<file path="src/hw/fifo_parity_pkg.sv">
// Package: widths, register offsets, reset values for the read-parity FIFO block
package fifo_parity_pkg;
  localparam int WORD_W = 36;
  localparam int LANE_W = 9;
  localparam int LANES = 4;
  localparam int DEPTH = 64;
  localparam int PTR_W = 7;
  localparam int ADDR_W = 4;
  localparam int IRQ_W = 4;
  // Register offsets
  localparam logic [3:0] REG_STATUS = 4'h0;
  localparam logic [3:0] REG_MASK = 4'h4;
  localparam logic [3:0] REG_FLAGS = 4'h8;
  // Status and mask bit positions
  localparam int IRQ_PERR_A = 0;
  localparam int IRQ_PERR_B = 1;
  localparam int IRQ_MAIL_A2B = 2;
  localparam int IRQ_MAIL_B2A = 3;
  // Reset values
  localparam logic [3:0] MASK_RESET = 4'h0;
  localparam logic [35:0] WORD_RESET = 36'h000000000;
  localparam logic [6:0] PTR_RESET = 7'h00;
endpackage : fifo_parity_pkg

</file>
<file path="src/hw/fifo_mailbox_read_parity_generator.sv">
// FIFO with two mailboxes and read-side lane parity generation
// What this block does
// - Parity-generate select makes parity on reads
// - Four 9-bit lanes, top bit is parity
// - Writes store all 36 bits unchanged
// - Parity from low eight bits, odd/even select
// - Generated bits replace lane top bits
// - FIFO parity made before output register
// - Port-B selects sampled at FIFO load edge
// - Mailbox parity reuses port check trees
// - Mailbox generation only on selected mailbox read
// - Mailbox contents untouched by parity generation
// - Close write edge delays empty release
// - Close read edge delays full release
// - Parity error forced inactive on generating mailbox read
// - Port-B outputs: FIFO register or mailbox
`timescale 1ns/1ps
module fifo_mailbox_read_parity_generator (
  // Clock and reset
  input wire logic core_clk,
  input wire logic rst,
  // Port clock edges, one-cycle enables
  input wire logic write_port_clock,
  input wire logic read_port_clock,
  // Common parity sense, high selects odd
  input wire logic odd_even_sel,
  // Port A
  input wire logic porta_chip_select_n,
  input wire logic porta_enable,
  input wire logic porta_write_not_read,
  input wire logic porta_mailbox_sel,
  input wire logic porta_parity_gen_sel,
  input wire logic [35:0] portaDataIn,
  output logic [35:0] portaDataOut,
  output logic portaDataOe,
  output logic porta_parity_error_n,
  // Port B
  input wire logic portb_chip_select_n,
  input wire logic portb_enable,
  input wire logic portb_write_not_read,
  input wire logic portb_mailbox_sel,
  input wire logic portb_parity_gen_sel,
  input wire logic [35:0] portbDataIn,
  output logic [35:0] portbDataOut,
  output logic portbDataOe,
  output logic portb_parity_error_n,
  // FIFO and mailbox flags
  output logic empty_flag_n,
  output logic full_flag_n,
  output logic mailAToBEmptyN,
  output logic mailBToAEmptyN,
  // Register port
  input wire logic [3:0] regAddr,
  input wire logic [31:0] regWrData,
  input wire logic regWrEn,
  input wire logic regRdEn,
  output logic [31:0] regRdData,
  // Interrupt
  output logic irq
);

  localparam int W = fifo_parity_pkg::WORD_W;
  localparam int LW = fifo_parity_pkg::LANE_W;

  // Storage and pointers
  logic [W-1:0] memArray_ff [fifo_parity_pkg::DEPTH];
  logic [6:0] wrPtr_ff;
  logic [6:0] rdPtr_ff;
  logic [6:0] wrPtrRdSync1_ff;
  logic [6:0] wrPtrRdSync2_ff;
  logic [6:0] rdPtrWrSync1_ff;
  logic [6:0] rdPtrWrSync2_ff;
  logic [W-1:0] fifoOut_ff;

  // Mailboxes and interrupt state
  logic [W-1:0] mailbox_a_to_b;
  logic [W-1:0] mailbox_b_to_a;
  logic [3:0] status_ff;
  logic [3:0] mask_ff;
  logic [3:0] nxt_status;

  // Port request decode
  logic portaActive;
  logic portbActive;

  // Qualified strobes, each one core cycle wide
  logic fifoWrite;
  logic fifoRead;
  logic mailAWrite;
  logic mailBWrite;
  logic mailARead;
  logic mailBRead;

  // Mailbox generation requests, level sensitive
  logic mailGenA;
  logic mailGenB;

  // Parity trees and generated words
  logic [W-1:0] fifoRdWord;
  logic [W-1:0] fifoGenWord;
  logic [W-1:0] treeSrcA;
  logic [W-1:0] treeSrcB;
  logic [3:0] treeA;
  logic [3:0] treeB;
  logic [3:0] errLaneA;
  logic [3:0] errLaneB;
  logic [W-1:0] mailGenWordA;
  logic [W-1:0] mailGenWordB;

  assign portaActive = !porta_chip_select_n && porta_enable;
  assign portbActive = !portb_chip_select_n && portb_enable;

  // Port A strobes; refused writes leave no trace
  assign fifoWrite = write_port_clock && portaActive && porta_write_not_read
                     && !porta_mailbox_sel && full_flag_n;
  assign mailAWrite = write_port_clock && portaActive && porta_write_not_read
                      && porta_mailbox_sel && mailAToBEmptyN;
  assign mailARead = write_port_clock && portaActive && !porta_write_not_read
                     && porta_mailbox_sel;

  // Port B strobes
  assign fifoRead = read_port_clock && portbActive && !portb_write_not_read
                    && !portb_mailbox_sel && empty_flag_n;
  assign mailBWrite = read_port_clock && portbActive && portb_write_not_read
                      && portb_mailbox_sel && mailBToAEmptyN;
  assign mailBRead = read_port_clock && portbActive && !portb_write_not_read
                     && portb_mailbox_sel;

  // Generation needs no port edge: mailbox reads are plain levels
  assign mailGenA = portaActive && !porta_write_not_read
                    && porta_mailbox_sel && porta_parity_gen_sel;
  assign mailGenB = portbActive && !portb_write_not_read
                    && portb_mailbox_sel && portb_parity_gen_sel;

  // One tree per lane per port; the same tree checks the pins or builds mailbox parity
  assign treeSrcA = mailGenA ? mailbox_b_to_a : portaDataIn;
  assign treeSrcB = mailGenB ? mailbox_a_to_b : portbDataIn;
  // Array word at the read pointer, ahead of the output register
  assign fifoRdWord = memArray_ff[rdPtr_ff[5:0]];

  genvar l;
  generate
    for (l = 0; l < fifo_parity_pkg::LANES; l++) begin : gLane
      logic fifoPar;
      assign treeA[l] = ^treeSrcA[l*LW +: LW-1] ^ odd_even_sel;
      assign treeB[l] = ^treeSrcB[l*LW +: LW-1] ^ odd_even_sel;

      // Pin check: tree result against the received top bit
      assign errLaneA[l] = treeA[l] ^ portaDataIn[l*LW+LW-1];
      assign errLaneB[l] = treeB[l] ^ portbDataIn[l*LW+LW-1];

      // FIFO word gets its parity before the load
      assign fifoPar = ^fifoRdWord[l*LW +: LW-1] ^ odd_even_sel;
      // Low eight bits pass, top bit replaced
      assign fifoGenWord[l*LW +: LW] = {portb_parity_gen_sel ? fifoPar : fifoRdWord[l*LW+LW-1],
                                        fifoRdWord[l*LW +: LW-1]};
      assign mailGenWordA[l*LW +: LW] = {mailGenA ? treeA[l] : mailbox_b_to_a[l*LW+LW-1],
                                         mailbox_b_to_a[l*LW +: LW-1]};
      assign mailGenWordB[l*LW +: LW] = {mailGenB ? treeB[l] : mailbox_a_to_b[l*LW+LW-1],
                                         mailbox_a_to_b[l*LW +: LW-1]};
    end
  endgenerate

  // Pins checked in every direction, except on a generating mailbox read, which owns the tree
  assign porta_parity_error_n = mailGenA || !(|errLaneA);
  assign portb_parity_error_n = mailGenB || !(|errLaneB);

  // FIFO array, written as-is
  // No reset: contents are unknown until written
  always_ff @(posedge core_clk) begin
    if (fifoWrite) begin
      memArray_ff[wrPtr_ff[5:0]] <= portaDataIn;
    end
  end

  always_ff @(posedge core_clk) begin
    if (rst) begin
      // Seventh bit tells full from empty
      wrPtr_ff <= fifo_parity_pkg::PTR_RESET;
    end else if (fifoWrite) begin
      wrPtr_ff <= wrPtr_ff + 7'h01;
    end
  end

  // Selects taken at the load edge, so the register holds final parity
  always_ff @(posedge core_clk) begin
    if (rst) begin
      rdPtr_ff <= fifo_parity_pkg::PTR_RESET;
      fifoOut_ff <= fifo_parity_pkg::WORD_RESET;
    end else if (fifoRead) begin
      rdPtr_ff <= rdPtr_ff + 7'h01;
      fifoOut_ff <= fifoGenWord;
    end
  end

  // Two-stage flag sync on each port's edge; a write in the same cycle as a read edge
  // is missed by the first stage, which costs one more read edge
  always_ff @(posedge core_clk) begin
    if (rst) begin
      wrPtrRdSync1_ff <= fifo_parity_pkg::PTR_RESET;
      wrPtrRdSync2_ff <= fifo_parity_pkg::PTR_RESET;
    end else if (read_port_clock) begin
      wrPtrRdSync1_ff <= wrPtr_ff;
      wrPtrRdSync2_ff <= wrPtrRdSync1_ff;
    end
  end

  always_ff @(posedge core_clk) begin
    if (rst) begin
      // Mirror of the empty side on the write edge
      rdPtrWrSync1_ff <= fifo_parity_pkg::PTR_RESET;
      rdPtrWrSync2_ff <= fifo_parity_pkg::PTR_RESET;
    end else if (write_port_clock) begin
      rdPtrWrSync1_ff <= rdPtr_ff;
      rdPtrWrSync2_ff <= rdPtrWrSync1_ff;
    end
  end

  always_ff @(posedge core_clk) begin
    if (rst) begin
      empty_flag_n <= 1'b0;
    end else if (read_port_clock) begin
      // Compare against the pointer as it stands after this edge's read
      empty_flag_n <= (wrPtrRdSync2_ff != (fifoRead ? rdPtr_ff + 7'h01
                                                    : rdPtr_ff));
    end
  end

  always_ff @(posedge core_clk) begin
    if (rst) begin
      full_flag_n <= 1'b0;
    end else if (write_port_clock) begin
      // Full when the pointers differ only in the wrap bit
      full_flag_n <= ((fifoWrite ? wrPtr_ff + 7'h01 : wrPtr_ff)
                      != {~rdPtrWrSync2_ff[6], rdPtrWrSync2_ff[5:0]});
    end
  end

  // Mailboxes change only on writes, never on generating reads
  always_ff @(posedge core_clk) begin
    if (rst) begin
      mailbox_a_to_b <= fifo_parity_pkg::WORD_RESET;
    end else if (mailAWrite) begin
      mailbox_a_to_b <= portaDataIn;
    end
  end

  always_ff @(posedge core_clk) begin
    if (rst) begin
      mailbox_b_to_a <= fifo_parity_pkg::WORD_RESET;
    end else if (mailBWrite) begin
      mailbox_b_to_a <= portbDataIn;
    end
  end

  always_ff @(posedge core_clk) begin
    if (rst) begin
      mailAToBEmptyN <= 1'b1;
    end else if (mailAWrite) begin
      // A write in the same cycle as a release wins
      mailAToBEmptyN <= 1'b0;
    end else if (mailBRead) begin
      mailAToBEmptyN <= 1'b1;
    end
  end

  always_ff @(posedge core_clk) begin
    if (rst) begin
      mailBToAEmptyN <= 1'b1;
    end else if (mailBWrite) begin
      // A write in the same cycle as a release wins
      mailBToAEmptyN <= 1'b0;
    end else if (mailARead) begin
      mailBToAEmptyN <= 1'b1;
    end
  end

  // Output buses
  // Output enables follow the read select, no clock needed
  assign portaDataOe = portaActive && !porta_write_not_read;
  assign portbDataOe = portbActive && !portb_write_not_read;
  // Port A only ever shows the B-to-A mailbox
  assign portaDataOut = mailGenWordA;
  assign portbDataOut = portb_mailbox_sel ? mailGenWordB : fifoOut_ff;

  // Sticky events; a new event beats a same-cycle clear
  always_comb begin
    nxt_status = status_ff;
    if (regWrEn && regAddr == fifo_parity_pkg::REG_STATUS) begin
      nxt_status = status_ff & ~regWrData[3:0];
    end
    // Error bits only count on a port edge
    if (write_port_clock && portaActive && !porta_parity_error_n) begin
      nxt_status[fifo_parity_pkg::IRQ_PERR_A] = 1'b1;
    end
    if (read_port_clock && portbActive && !portb_parity_error_n) begin
      nxt_status[fifo_parity_pkg::IRQ_PERR_B] = 1'b1;
    end
    if (mailAWrite) begin
      nxt_status[fifo_parity_pkg::IRQ_MAIL_A2B] = 1'b1;
    end
    if (mailBWrite) begin
      nxt_status[fifo_parity_pkg::IRQ_MAIL_B2A] = 1'b1;
    end
  end

  always_ff @(posedge core_clk) begin
    if (rst) begin
      // Clear-by-one write only touches bits 3:0
      status_ff <= 4'h0;
    end else begin
      status_ff <= nxt_status;
    end
  end

  always_ff @(posedge core_clk) begin
    if (rst) begin
      mask_ff <= fifo_parity_pkg::MASK_RESET;
    end else if (regWrEn && regAddr == fifo_parity_pkg::REG_MASK) begin
      mask_ff <= regWrData[3:0];
    end
  end

  // Level output; drops as soon as the status bit is cleared
  assign irq = |(status_ff & mask_ff);

  // Read data valid only the cycle after the strobe
  always_ff @(posedge core_clk) begin
    if (rst) begin
      regRdData <= 32'h00000000;
    end else if (regRdEn) begin
      unique case (regAddr)
        fifo_parity_pkg::REG_STATUS: regRdData <= {28'h0000000, status_ff};
        fifo_parity_pkg::REG_MASK: regRdData <= {28'h0000000, mask_ff};
        fifo_parity_pkg::REG_FLAGS: regRdData <= {28'h0000000, mailBToAEmptyN, mailAToBEmptyN,
                                                  full_flag_n, empty_flag_n};
        // Unmapped offsets read as zero
        default: regRdData <= 32'h00000000;
      endcase
    end else begin
      // Zero outside the answer cycle
      regRdData <= 32'h00000000;
    end
  end

endmodule : fifo_mailbox_read_parity_generator

</file>
<file path="config.mk">
export PLATFORM = sky130hd
export DESIGN_NAME = fifo_mailbox_read_parity_generator
export DESIGN_NICKNAME = d
export VERILOG_FILES = /design/src/hw/fifo_parity_pkg.sv /design/src/hw/fifo_mailbox_read_parity_generator.sv
export SDC_FILE = /design/constraint.sdc
export NUM_CORES = 2
export LEC_CHECK = 0
export BUFFER_PORTS_ARGS = -buffer_cell sky130_fd_sc_hd__buf_2
export CORE_MARGIN = 2
export CORE_UTILIZATION = 28
export CTS_CLUSTER_DIAMETER = 100
export DETAILED_ROUTE_END_ITERATION = 10
export PLACE_DENSITY = 0.5
export RECOVER_POWER = 50
export SYNTH_ARGS = -nofsm -noshare
export SYNTH_HDL_FRONTEND = slang
export SYNTH_SLANG_ARGS = --single-unit
</file>
<file path="constraint.sdc">
create_clock -name core_clk -period 11.4 [get_ports core_clk]
set_input_delay 1.14 -clock core_clk [delete_from_list [all_inputs] [get_ports core_clk]]
set_output_delay 1.14 -clock core_clk [all_outputs]
set_load 0.01 [all_outputs]
</file>
---- Word-level counts from Yosys, hierarchy flattened ----
Memories as Yosys holds them, arrays and structs flattened. A register that Yosys moved wholly into a read port is not among the register bits.
Cells that the tools add are included.
word-level totals
  register bits ........................... 194
  memory bits (writable) .................. 2304
  input port bits ......................... 125
  output and inout bits ................... 113
  word-level logic and storage cells ...... 144
  memories ................................ 1
memories
  memory       words  width  rd ports  clocked after memory_dff  write ports  RTL line                                  source
  memArray_ff  64     36     1         1                         1            fifo_mailbox_read_parity_generator.sv:66  logic [W-1:0] memArray_ff [fifo_parity_pkg::DEPTH];
cells by class
  $add $sub $neg .......................... 2
  eq/ne operators ......................... 4
  multiplexer cells ....................... 30
  bitwise operators ....................... 25
  reductions and logical operators ........ 63
operator list
  operator                                                                number
  8-bit XOR reduction                                                     12
  35-bit two-way mux                                                      2
  36-bit two-way mux                                                      1
  1-bit logical AND                                                       28
  1-bit two-way mux                                                       22
  1-bit XOR                                                               20
  7-bit by 1-bit adder with 7-bit output (second input constant)          2
  7-bit two-way mux                                                       2
  7-bit inequality test                                                   2
  4-bit one-hot mux with 3 select lines                                   1
  2-bit nonzero test                                                      6
  4-bit OR reduction                                                      3
  1-bit zero test                                                         10
  4-bit AND                                                               2
  6-bit two-way mux                                                       1
  4-bit by 3-bit equality test with 1-bit output (second input constant)  1
  4-bit equality test (second input constant)                             1
  4-bit zero test                                                         1
  4-bit two-way mux                                                       1
  4-bit inverter                                                          1
  1-bit logical OR                                                        2
  1-bit inverter                                                          2
  2-bit OR reduction                                                      1

---- Longest topological paths before layout ----
  word-level depth ........................ 15
  depth in mapped cells ................... 16
  depth with buffers taken out ............ 9

---- Worst setup path after synthesis ----
Ideal clock, no wire load.
  path kind ............................... input to output
  start point ............................. input port porta_chip_select_n
  end point ............................... output port porta_parity_error_n
  arrival ................................. 3396 ps
  required time ........................... 10260 ps
  setup slack ............................. 6864 ps
  stages on the path ...................... 9
  buffers on the path ..................... 2
  cell sequence ........................... nor3b_1 and3_1 clkbuf_1 buf_2 mux2i_1 xor2_1 xnor2_1 xnor2_1 o41ai_1
between the ends
  word-level cells in the longest chain between the ends .. 12
  elaborated cells on any way between the ends .. 21
  those cells by class .................... mux: 1; bitwise: 8; reduce/logical: 12
ends and longest elaborated chain
  what                                 RTL line                                   source
  start: declaration                   fifo_mailbox_read_parity_generator.sv:28   input wire logic porta_chip_select_n,
  1-bit zero test (*)                  fifo_mailbox_read_parity_generator.sv:110  assign portaActive = !porta_chip_select_n && porta_enable;
  1-bit logical AND (*)                fifo_mailbox_read_parity_generator.sv:110
  1-bit logical AND (*)                fifo_mailbox_read_parity_generator.sv:130  assign mailGenA = portaActive && !porta_write_not_read
  1-bit logical AND (*) (2 in series)  fifo_mailbox_read_parity_generator.sv:131  && porta_mailbox_sel && porta_parity_gen_sel;
  35-bit two-way mux                   fifo_mailbox_read_parity_generator.sv:136  assign treeSrcA = mailGenA ? mailbox_b_to_a : portaDataIn;
  8-bit XOR reduction                  fifo_mailbox_read_parity_generator.sv:145  assign treeA[l] = ^treeSrcA[l*LW +: LW-1] ^ odd_even_sel;
  1-bit XOR                            fifo_mailbox_read_parity_generator.sv:145
  1-bit XOR                            fifo_mailbox_read_parity_generator.sv:149  assign errLaneA[l] = treeA[l] ^ portaDataIn[l*LW+LW-1];
  4-bit OR reduction                   fifo_mailbox_read_parity_generator.sv:165  assign porta_parity_error_n = mailGenA || !(|errLaneA);
  1-bit zero test                      fifo_mailbox_read_parity_generator.sv:165
  1-bit logical OR (*)                 fifo_mailbox_read_parity_generator.sv:165
  end: declaration                     fifo_mailbox_read_parity_generator.sv:36   output logic porta_parity_error_n,
Mark *: on every way between the ends. The rest lies on a longest branch, timed or not.

---- Worst setup path in the final report ----
  start point ............................. input port portaDataIn[12]
  end point ............................... output port porta_parity_error_n
between the ends
  word-level cells in the longest chain between the ends .. 7
ends and longest elaborated chain
  what                 RTL line                                   source
  start: declaration   fifo_mailbox_read_parity_generator.sv:33   input wire logic [35:0] portaDataIn,
  35-bit two-way mux   fifo_mailbox_read_parity_generator.sv:136
  8-bit XOR reduction  fifo_mailbox_read_parity_generator.sv:145
  1-bit XOR            fifo_mailbox_read_parity_generator.sv:145
  1-bit XOR            fifo_mailbox_read_parity_generator.sv:149
  4-bit OR reduction   fifo_mailbox_read_parity_generator.sv:165
  1-bit zero test      fifo_mailbox_read_parity_generator.sv:165
  1-bit logical OR     fifo_mailbox_read_parity_generator.sv:165
No other way between the ends.

==> impl_results.md <==
* Status: complete, but fails checks
* Failing checks: capacitance limit, slew limit
* Fin crit period at 8340 ps
* Post-Syn Instances at 4610
* Initial antenna violation count at 14
* DR top layer: met5
* Commonest cells after routing, fill and taps aside: 2304 x edfxtp_1, 645 x mux4_2, 288 x clkbuf_16, 223 x nand2_1, 169 x a21oi_1
* # IOs at 238
* First-pass GRT wire length at 384000 microns
* GRT Util Overall at 15.7%
* Final core occ at 32.5%
* Largest net degree at the start of global routing at 124
* P_leak at 33.4 nW
* Full die area at 349000 sq um
* Synth Flop Type: edfxtp_1
* Internal power at 0.0149 W
* GRT overflow at 0
* Clock root buffer: clkbuf_16
* Vias post-DR at 47592
* DRC violations left at 0
* M1 WL at 121000 microns
* CTS Sinks at 2470
* Total number of yosys warnings at 0
* Clk_skew at 33.5 ps
* Placement Rows at 215
* WP data arrival at 7200 ps
* Core Box Area at 343000 sq um
* Detailed placement HPWL at 154000 microns
* TritonCTS clock tree: yes
* Worst-Skew Late Latency at 930 ps
* Clock Path Buffers at 4
* Yosys reg bits at 2470
* Syn Area/Cell at 20.9 sq um
* Crit share post-route at 73.2%
* Buffers on Ports at 181
* Final setup TNS at 0 ps
* Max VDD drop at 102 uV
* Max-slew headroom at -191%
* Sw Pwr at 0.00377 W
* CP Class: input pin to primary output
* 1st-iter DRT viols at 4792
* P per Cell Area at 168 nW/um^2
* CTS buffer count at 278
* Worst setup EP type: primary output
* Worst setup SP type: input pin
* Initial DRT Pass Iterations at 6
* Worst Hold Class: flop to flop
* Placer congestion estimate at 0.781
* Drt via density at 4.91
* Drt wl/cell at 28.6 microns
* FMAX at 120 MHz
* Reg-to-Reg Start: rdPtr_ff[1]
* Setup bufs post-CTS at 0
* H-Tree Depth at 5
* # setup viols final at 0
* WL final at 277000 microns
* Required time of the critical path at 10260 ps
* Total Nets Final at 5073
* Sequential Power Share at 53.1%
* Met3 WL at 18700 microns
* Chip Width at 590 microns
* Vias in the first global route at 48552
* CP Max Fanout at 66
* Clock transition at path regs at 60 ps
* Cell area after synthesis at 96300 sq um
* Post-synth EDFFs at 2304
* Die H at 590 microns
* # resized after CTS at 0
* DRT antenna net count at 0
* Hold buffers post-CTS at 0
* Sw Share at 20.2%
* Dpl cells at 9223
* Asr flop ratio synth at 0%
* Max cap viols at 45
* Area grow syn2layout at 15.7%
* Fin. Hold Viols at 0
* Layout cells sized above 1 at 27.2%
* Starting Density at 28.1%
* Unrepaired setup endpoints after global routing: no
* Comb power frac at 2.1%
* Post-route insts no fill at 9701
* Synth unique cells at 62
* Commonest non-fill, non-tap cell in the layout: edfxtp_1
* Met2 Wirelength at 134000 microns
* Max Slew Vio Count at 2595
* Clock network power share at 44.9%
* Hold Startpoint: fifoOut_ff[32]
* Worst Setup SP: portaDataIn[12]
* Seq/Total Area, Yosys at 75.3%
* Worst slew pin tran at 4370 ps
-- per-layer routing --
layer	global-route usage, %	vias up
met4	3.05	6
met1	21.6	26026
met5	0	-
met2	25.9	1675
li1	-	19570
met3	2.91	315
-- Yosys cell counts (all sizes together) (19+ instances only) --
cell type / number / share of area, %
a21oi: 169 / 0.88
a221oi: 19 / 0.17
a22oi: 90 / 0.70
buf: 208 / 1.4
clkbuf: 108 / 0.42
dfxtp: 166 / 3.5
edfxtp: 2304 / 72
mux2: 39 / 0.46
mux2i: 116 / 1.2
mux4: 646 / 15
nand2: 223 / 0.87
nand3: 20 / 0.10
nor2: 186 / 0.73
xnor2: 124 / 1.1
xor2: 39 / 0.35
-- state kept, by name, summed over array words and instances (netlist names) --
name / count
regRdData: 4
empty_flag_n: 1
rdPtrWrSync2_ff: 7
mailbox_b_to_a: 36
mailbox_a_to_b: 36
mailAToBEmptyN: 1
mailBToAEmptyN: 1
wrPtrRdSync2_ff: 7
rdPtrWrSync1_ff: 7
status_ff: 4
fifoOut_ff: 36
memArray_ff: 2304
rdPtr_ff: 7
wrPtr_ff: 7
full_flag_n: 1
mask_ff: 4
wrPtrRdSync1_ff: 7
-- final timing paths --
path / end / slack [ps] / depth (start not counted)
max: porta_parity_error_n / 3060 / 10
max reg2reg: fifoOut_ff[35] / 3850 / 11
min: fifoOut_ff[32] / 460 / 2
min reg2reg: fifoOut_ff[32] / 460 / 2
-- power by group through the flow --
stage / clock [W] / combinational, W / sequential [W]
finish: 0.00839 / 0.000385 / 0.00993
CTS: 0.00858 / 0.000396 / 0.00991
floorplan: 0 / 0.000146 / 0.0101
global route: 0.00892 / 0.000412 / 0.00993
global placement: 0 / 0.000384 / 0.0101
detailed placement: 0 / 0.000396 / 0.0101
-- final cells by class --
cell class	count	area, sq um
Clock inverter	101	805
Clock buffer	365	7540
Tap cell	4557	5700
Inverter	9	33.8
Sequential cell	2470	72500
Antenna cell	12	30.0
Fill cell	32653	231000
Multi-Input combinational cell	1842	22700
Timing Repair Buffer	345	2100
-- worst max-delay path, stage by stage --
cell      delay (ps)
buf_2             70
clkbuf_1        2260
xor2_1           890
xnor2_1          400
mux2i_1          120
xnor2_1          170
xnor2_1          760
xnor2_1          130
o41ai_1          860
buf_2            270
-- through the flow --
step / hold WS (ps) / instance area [sq um] / power (W) / setup WS [ps]
after floorplan: 433 / 96400 / 0.0102 / 6860
after global placement: 444 / 103000 / 0.0105 / 5370
after detailed placement: 445 / 103000 / 0.0105 / 5340
after CTS: 416 / 112000 / 0.0189 / 5330
after global routing: 451 / 111000 / 0.0193 / 2820
final: 455 / 111000 / 0.0187 / 3060
-- kinds of logic after synthesis --
kind of cell | count (synthesis) | synth area share [%]
flops | 2470 | 75.3
buf+inv | 325 | 1.84
mux | 801 | 16.8
other cells | 1 | 0.00389
simple gates | 495 | 2.14
fa+ha+maj | 2 | 0.0260
compound gates | 347 | 2.29
xor+xnor | 169 | 1.63
(Power assumes the default switching activity.)
